===== config.mk =====
export PLATFORM = sky130hd
export DESIGN_NAME = pdps_top
export DESIGN_NICKNAME = d
export VERILOG_FILES = /design/src/hw/pdps_pd_decode.v /design/src/hw/pdps_top.v
export VERILOG_INCLUDE_DIRS = /design/src /design/src/inc
export SDC_FILE = /design/constraint.sdc
export NUM_CORES = 1
export LEC_CHECK = 0
export BUFFER_PORTS_ARGS = -buffer_cell sky130_fd_sc_hd__buf_4
export CAP_MARGIN = 20
export CORE_MARGIN = 2
export CORE_UTILIZATION = 52
export DETAILED_ROUTE_END_ITERATION = 10
export GPL_TIMING_DRIVEN = 0
export PLACE_DENSITY = 0.82
export SYNTH_ARGS = -nofsm -noshare
export SYNTH_HDL_FRONTEND = slang
export SYNTH_SLANG_ARGS = --single-unit

===== constraint.sdc =====
create_clock -name clock -period 1.6 [get_ports clock]
set_input_delay 0.32 -clock clock [delete_from_list [all_inputs] [get_ports clock]]
set_output_delay 0.32 -clock clock [all_outputs]
set_load 0.02 [all_outputs]

===== src/inc/pdps_defines.vh =====
`ifndef PDPS_DEFINES_VH
`define PDPS_DEFINES_VH

// ----------------------------------------------------------------
// register offsets (word index on the register port)
// ----------------------------------------------------------------
`define PDPS_ADDR_W 3
`define PDPS_OFS_PD_15_12 3'h0
`define PDPS_OFS_PD_11_8 3'h1
`define PDPS_OFS_PE_DIR_HI 3'h2
`define PDPS_OFS_PE_DIR_LO 3'h3
`define PDPS_OFS_PE16_MODE 3'h4

// ----------------------------------------------------------------
// field layout and reset values
// ----------------------------------------------------------------
`define PDPS_PD_FIELD_MASK 16'h3333
`define PDPS_RST_PD_WIDE 16'h1111
`define PDPS_RST_PD_NARROW 16'h0000
`define PDPS_RST_ZERO 16'h0000
`define PDPS_PE_DIR_HI_MASK 16'h0001
`define PDPS_PE16_MODE_MASK 16'h0007

// ----------------------------------------------------------------
// function codes
// ----------------------------------------------------------------
`define PDPS_PD_PORT 2'h0
`define PDPS_PD_DATA 2'h1
`define PDPS_PD_TIMER 2'h3
`define PDPS_PE16_PORT 3'h0
`define PDPS_PE16_CS8 3'h5

// ----------------------------------------------------------------
// pin function select encoding driven to the pad
// ----------------------------------------------------------------
`define PDPS_SEL_PORT 2'h0
`define PDPS_SEL_DATA 2'h1
`define PDPS_SEL_TIMER 2'h2
`define PDPS_SEL_OTHER 2'h3

`endif


===== src/hw/pdps_pd_decode.v =====
`timescale 1ns/100ps
`include "pdps_defines.vh"

// ----------------------------------------------------------------
// decodes one port D 2-bit mode field into a pad function select
// ----------------------------------------------------------------
module pdps_pd_decode (
    mode,
    narrow_bus,
    sel
);
    input wire [1:0] mode; // stored field value
    input wire narrow_bus; // area 0 in 8-bit mode
    output reg [1:0] sel; // resulting pad function

    // combinational decode; prohibited codes fall back to port
    always @* begin
        sel = `PDPS_SEL_PORT;
        if (narrow_bus) begin
            case (mode)
                `PDPS_PD_DATA: sel = `PDPS_SEL_DATA;
                `PDPS_PD_TIMER: sel = `PDPS_SEL_TIMER;
                default: sel = `PDPS_SEL_PORT;
            endcase
        end else begin
            // wide bus: only data is legal
            if (mode == `PDPS_PD_DATA) begin
                sel = `PDPS_SEL_DATA;
            end else begin
                sel = `PDPS_SEL_PORT;
            end
        end
    end
endmodule


===== src/hw/pdps_top.v =====
`timescale 1ns/100ps
`include "pdps_defines.vh"

module pdps_top #(
    parameter PE_PINS = 17
) (
    clock,
    sys_rst,
    narrow_bus,
    reg_addr,
    reg_wdata,
    reg_wr,
    reg_rd,
    reg_rdata,
    pd_sel,
    pe16_cs_sel,
    pe_dir_valid,
    pe_oe
);
    input wire clock; // 50 MHz system clock
    input wire sys_rst; // power-on reset, synchronous, high
    input wire narrow_bus; // area 0 8-bit strap (mode pins)
    input wire [`PDPS_ADDR_W-1:0] reg_addr; // register index
    input wire [15:0] reg_wdata; // write data
    input wire reg_wr; // write strobe
    input wire reg_rd; // read strobe
    output reg [15:0] reg_rdata; // read data, cycle after strobe
    output reg [15:0] pd_sel; // 2-bit function per pin 15..8
    output reg pe16_cs_sel; // pin 16 driven by chip select 8
    input wire [PE_PINS-1:0] pe_dir_valid; // pin in port/timer function
    output reg [PE_PINS-1:0] pe_oe; // pad output enable

    // ----------------------------------------------------------------
    // strap synchroniser
    // ----------------------------------------------------------------
    reg narrow_meta_q; // first stage
    reg narrow_q; // synchronised strap

    // two flops on the mode strap, it comes from a pin
    always @(posedge clock) begin
        if (sys_rst) begin
            narrow_meta_q <= 1'b0;
            narrow_q <= 1'b0;
        end else begin
            narrow_meta_q <= narrow_bus;
            narrow_q <= narrow_meta_q;
        end
    end

    // ----------------------------------------------------------------
    // registers
    // ----------------------------------------------------------------
    reg [15:0] pd_hi_q; // pins 15..12 mode select
    reg [15:0] pd_lo_q; // pins 11..8 mode select
    reg [15:0] pe_dir_hi_q; // pin 16 direction
    reg [15:0] pe_dir_lo_q; // pins 15..0 direction
    reg [15:0] pe16_mode_q; // pin 16 mode select
    reg init_pend_q; // port D still awaits strap-based load
    reg [1:0] init_cnt_q; // waits out the synchroniser

    // write path; reserved bits masked off so they read zero
    always @(posedge clock) begin
        if (sys_rst) begin
            pd_hi_q <= `PDPS_RST_ZERO;
            pd_lo_q <= `PDPS_RST_ZERO;
            pe_dir_hi_q <= `PDPS_RST_ZERO;
            pe_dir_lo_q <= `PDPS_RST_ZERO;
            pe16_mode_q <= `PDPS_RST_ZERO;
            init_pend_q <= 1'b1;
            init_cnt_q <= 2'h0;
        end else begin
            if (init_pend_q) begin
                // strap caught after release once synchronised
                if (init_cnt_q == 2'h2) begin
                    init_pend_q <= 1'b0;
                    pd_hi_q <= narrow_q ? `PDPS_RST_PD_NARROW : `PDPS_RST_PD_WIDE;
                    pd_lo_q <= narrow_q ? `PDPS_RST_PD_NARROW : `PDPS_RST_PD_WIDE;
                end else begin
                    init_cnt_q <= init_cnt_q + 2'h1;
                end
            end
            if (reg_wr) begin
                case (reg_addr)
                    `PDPS_OFS_PD_15_12: pd_hi_q <= reg_wdata & `PDPS_PD_FIELD_MASK;
                    `PDPS_OFS_PD_11_8: pd_lo_q <= reg_wdata & `PDPS_PD_FIELD_MASK;
                    `PDPS_OFS_PE_DIR_HI: pe_dir_hi_q <= reg_wdata & `PDPS_PE_DIR_HI_MASK;
                    `PDPS_OFS_PE_DIR_LO: pe_dir_lo_q <= reg_wdata;
                    `PDPS_OFS_PE16_MODE: pe16_mode_q <= reg_wdata & `PDPS_PE16_MODE_MASK;
                    default: init_cnt_q <= init_cnt_q;
                endcase
            end
        end
    end

    // read path; unmapped index reads zero
    always @(posedge clock) begin
        if (sys_rst) begin
            reg_rdata <= 16'h0000;
        end else if (reg_rd) begin
            case (reg_addr)
                `PDPS_OFS_PD_15_12: reg_rdata <= pd_hi_q;
                `PDPS_OFS_PD_11_8: reg_rdata <= pd_lo_q;
                `PDPS_OFS_PE_DIR_HI: reg_rdata <= pe_dir_hi_q;
                `PDPS_OFS_PE_DIR_LO: reg_rdata <= pe_dir_lo_q;
                `PDPS_OFS_PE16_MODE: reg_rdata <= pe16_mode_q;
                default: reg_rdata <= 16'h0000;
            endcase
        end else begin
            reg_rdata <= 16'h0000;
        end
    end

    // ----------------------------------------------------------------
    // port D function decode
    // ----------------------------------------------------------------
    wire [31:0] pd_fields; // fields packed pin 15 down to pin 8
    wire [15:0] pd_sel_d; // decoded selects
    assign pd_fields = {pd_hi_q, pd_lo_q};

    genvar gi;
    generate
        for (gi = 0; gi < 8; gi = gi + 1) begin : g_pd
            // field for pin 8+gi sits at bits 4*gi+1:4*gi of the pair
            pdps_pd_decode u_dec (
                .mode(pd_fields[4*gi+1:4*gi]),
                .narrow_bus(narrow_q),
                .sel(pd_sel_d[2*gi+1:2*gi])
            );
        end
    endgenerate

    // ----------------------------------------------------------------
    // port E direction and pin 16 function
    // ----------------------------------------------------------------
    wire pe16_is_cs; // pin 16 chip select chosen
    wire pe16_is_port; // pin 16 general port (incl. prohibited)
    wire [PE_PINS-1:0] pe_dir_all; // direction bits, pin 16 on top
    assign pe16_is_cs = (pe16_mode_q[2:0] == `PDPS_PE16_CS8);
    assign pe16_is_port = ~pe16_is_cs;
    assign pe_dir_all = {pe_dir_hi_q[0], pe_dir_lo_q[PE_PINS-2:0]};

    // registered outputs
    always @(posedge clock) begin
        if (sys_rst) begin
            pd_sel <= 16'h0000;
            pe16_cs_sel <= 1'b0;
            pe_oe <= {PE_PINS{1'b0}};
        end else begin
            pd_sel <= pd_sel_d;
            pe16_cs_sel <= pe16_is_cs;
            // direction honoured only in port or timer function
            pe_oe[PE_PINS-2:0] <= pe_dir_all[PE_PINS-2:0]
                & pe_dir_valid[PE_PINS-2:0];
            pe_oe[PE_PINS-1] <= pe_dir_all[PE_PINS-1] & pe16_is_port;
        end
    end
endmodule


==> metrics.md <==
| Metric | Value |
|---|---|
| Status | `complete, no violations` |
| Critical-path cell list | `inv_1, ha_1, nand2b_1, a21oi_1, mux2_2` |
| RSZ-0062 raised after global routing | `false` |
| Syn Nets | `428` |
| Layout cell share with drive strength beyond 1 | `27.8%` |
| Arrival time at the worst endpoint | `1.74 ns` |
| Largest net degree at the start of global routing | `19` |
| Final wirelength | `9010 um` |
| Synth warn | `0` |
| Via count | `3092` |
| Max Slew Vio Count | `0` |
| Seq/Total Area, Yosys | `57.0%` |
| Initial antenna violation count | `0` |
| Post-Layout Cell Count | `586` |
| HPWL after detailed placement | `6410 um` |
| Die Height | `89.0 um` |
| Commonest non-fill, non-tap cell in the layout | `dfxtp_1` |
| Peak VDD IR | `683 uV` |
| CTS tree | `done` |
| Leak pwr | `2.04 nW` |
| #FFs+latches synth | `107` |
| Boundary Pins | `91` |
| # DRC | `0` |
| CP Max Fanout | `3` |
| Fraction of registers with async set/reset | `0%` |
| Reg area | `0.00214 mm^2` |
| Final Critical Period | `1.48 ns` |
| Initial Utilization | `54.4%` |
| Worst hold margin | `0.182 ns` |
| Vias in the first global route | `3026` |
| PortBufs | `88` |
| Slowest stage cell, crit path | `mux2_2` |
| Normalized max-slew margin | `45.7%` |
| Mapped cell area | `0.00375 mm^2` |
| Clock network fraction of total power | `34.1%` |
| Hold Violations, Final | `0` |
| Mapped Cells | `386` |
| Placed instance count | `570` |
| Routed len/inst | `15.4 um` |
| Max incr delay on CP | `0.36 ns` |
| FF-to-FF setup slack | `0.12 ns` |
| Worst setup startpoint | `init_cnt_q[0]` |
| Psw | `0.00139 W` |
| Max Freq | `677 MHz` |
| Total Routing Usage GR | `23.8%` |
| Switching share of power | `25.6%` |
| Crit share post-route | `92.4%` |
| Critical path buffers and inverters | `1` |
| FP Rows | `30` |
| Full die area | `0.00792 mm^2` |
| Power Dens Cells | `1140 mW/mm^2` |
| Antenna cells | `0` |
| Total grt overflow | `0` |
| Final setup viols | `0` |
| Max H-tree Level | `3` |
| Clock-pin slew on the worst setup and hold paths | `0.10 ns` |
| Synth-to-layout area growth | `27.1%` |
| Post-synth cell types | `42` |
| Detail Route Antenna Nets | `0` |
| Actual slew at the worst max-slew pin | `0.803 ns` |
| Mean Syn Cell Area | `9.73 um^2` |
| Place WS | `-0.223 ns` |
| Vias per std cell | `5.28` |
| Clock Path Buffers | `2` |
| Pre-antenna DRT Iters | `5` |
| Internal | `0.00406 W` |
| First-pass GRT wire length | `14300 um` |
| Num CTS Buffers | `9` |
| Startpoint types | `flop` |
| R2r endpoint | `init_cnt_q[1]` |
| Routability cong. | `0.852` |
| Post-synth EDFFs | `0` |
| Clk root buf | `clkbuf_8` |
| Clock Skew | `0.0112 ns` |
| Post-synth top flop | `dfxtp_1` |
| Reg2reg start | `init_cnt_q[0]` |
| Hold Path Cell Cnt | `2` |
| Setup crit end | `init_cnt_q[1]` |
| Overall Power | `0.00545 W` |
| Sequential share of power | `52.8%` |
| WS Path Type | `flop to flop` |
| CP top delay family | `multiplexers` |
| Clock sinks | `107` |
| CP Depth | `5` |
| Multi-input combinational cell area | `0.00149 mm^2` |
| Most frequent cells in the layout | `dfxtp_1, buf_4, nand2_1` |
| Post-CTS Setup Bufs | `0` |
| MaxCap Viol Count | `0` |
| Hold Crit Class | `input port to flop` |
| Die width | `89.0 um` |
| R2R depth | `5` |
| Layout Nets | `527` |
| Combinational Power Share | `13.1%` |
| Iter 0 DRT Violations | `217` |
| Core footprint | `0.00691 mm^2` |
| Fillers | `553` |
| Final setup margin | `0.122 ns` |
| Clk Latency, worst-skew pair | `0.36 ns` |
| Endpoint class of the critical path | `flop` |
| WP data required | `1.86 ns` |
==> timing repair <==
action | CTS | global route
resized for setup | 1 | 1
hold buffers | 0 | 0
endpoints found under the setup margin | 2 | 5
hold endpoints to repair | 0 | 0
==> synthesized netlist by cell type, drive strengths merged (6+ instances only) <==
cell type  count  share of area, %
dfxtp        107                57
a21oi         54               7.2
o21ai          8               1.1
mux2i          6               1.6
and2          17               2.8
nand3         10               1.3
nor3b          9               1.8
clkbuf        13               1.4
nand2         69               6.9
nor2           7              0.70
and3          26               4.5
mux2          16               4.8
buf           10               1.7
==> final cells by class <==
type | instances | area share [%]
Clock buffer | 10 | 2.88
Buffer | 23 | 2.41
Multi-Input combinational cell | 252 | 31.1
Tap cell | 96 | 2.52
Timing Repair Buffer | 88 | 13.8
Sequential cell | 107 | 44.9
Inverter | 4 | 0.315
Clock inverter | 6 | 1.99
==> state kept, by name, indices dropped and copies added (netlist names) <==
signal,count
init_cnt_q,2
init_pend_q,1
narrow_meta_q,1
narrow_q,1
pd_hi_q,16
pd_lo_q,16
pd_sel,16
pe16_cs_sel,1
pe16_mode_q,3
pe_dir_hi_q,1
pe_dir_lo_q,16
pe_oe,17
reg_rdata,16
==> cell families (layout without fill, tap and decap cells) <==
group                    count (synthesis)  count (layout)  synth area share (%)
buffers and inverters                   27             131                  3.43
flip-flops                             107             107                  57.0
multiplexers                            22              22                  6.40
adder cells (fa/ha/maj)                  1               1                 0.333
AND/OR/NAND/NOR                        160             160                  22.9
AO/OA/AOI/OAI                           69              69                  9.86
==> power by group through the flow <==
stage | Sequential (W) | Clock (W) | Combinational [W]
after floorplan | 0.00296 | 0 | 0.000402
after detailed placement | 0.00293 | 0 | 0.000699
after global routing | 0.00289 | 0.00199 | 0.000788
after global placement | 0.00292 | 0 | 0.000686
after CTS | 0.00287 | 0.00188 | 0.000708
final | 0.00288 | 0.00186 | 0.000714
==> stage by stage <==
step	TNS, ns	utilization, %	cell area (um^2)
3_5_place_dp	-6.13	65.7	4540
2_1_floorplan	0	-	3750
3_3_place_gp	-4.82	65.7	4540
6_report	0	69.1	4770
5_1_grt	0	69.1	4770
4_1_cts	0	69.1	4770
==> metal layers <==
layer,up-vias,track usage [%],share of wire [%]
met2,119,39.4,49
met4,0,10.7,1.8
met5,-,0,0
met3,19,4.52,6.7
met1,1436,30.2,43
li1,1518,-,-
==> worst min path at each step <==
stage                           from        end
global route        pe_dir_valid[14]  pe_oe[14]
finish               pe_dir_valid[4]   pe_oe[4]
detailed placement     narrow_meta_q   narrow_q
floorplan              narrow_meta_q   narrow_q
CTS                  pe_dir_valid[4]   pe_oe[4]
global placement       narrow_meta_q   narrow_q
Power figures use the tool's default switching activity.
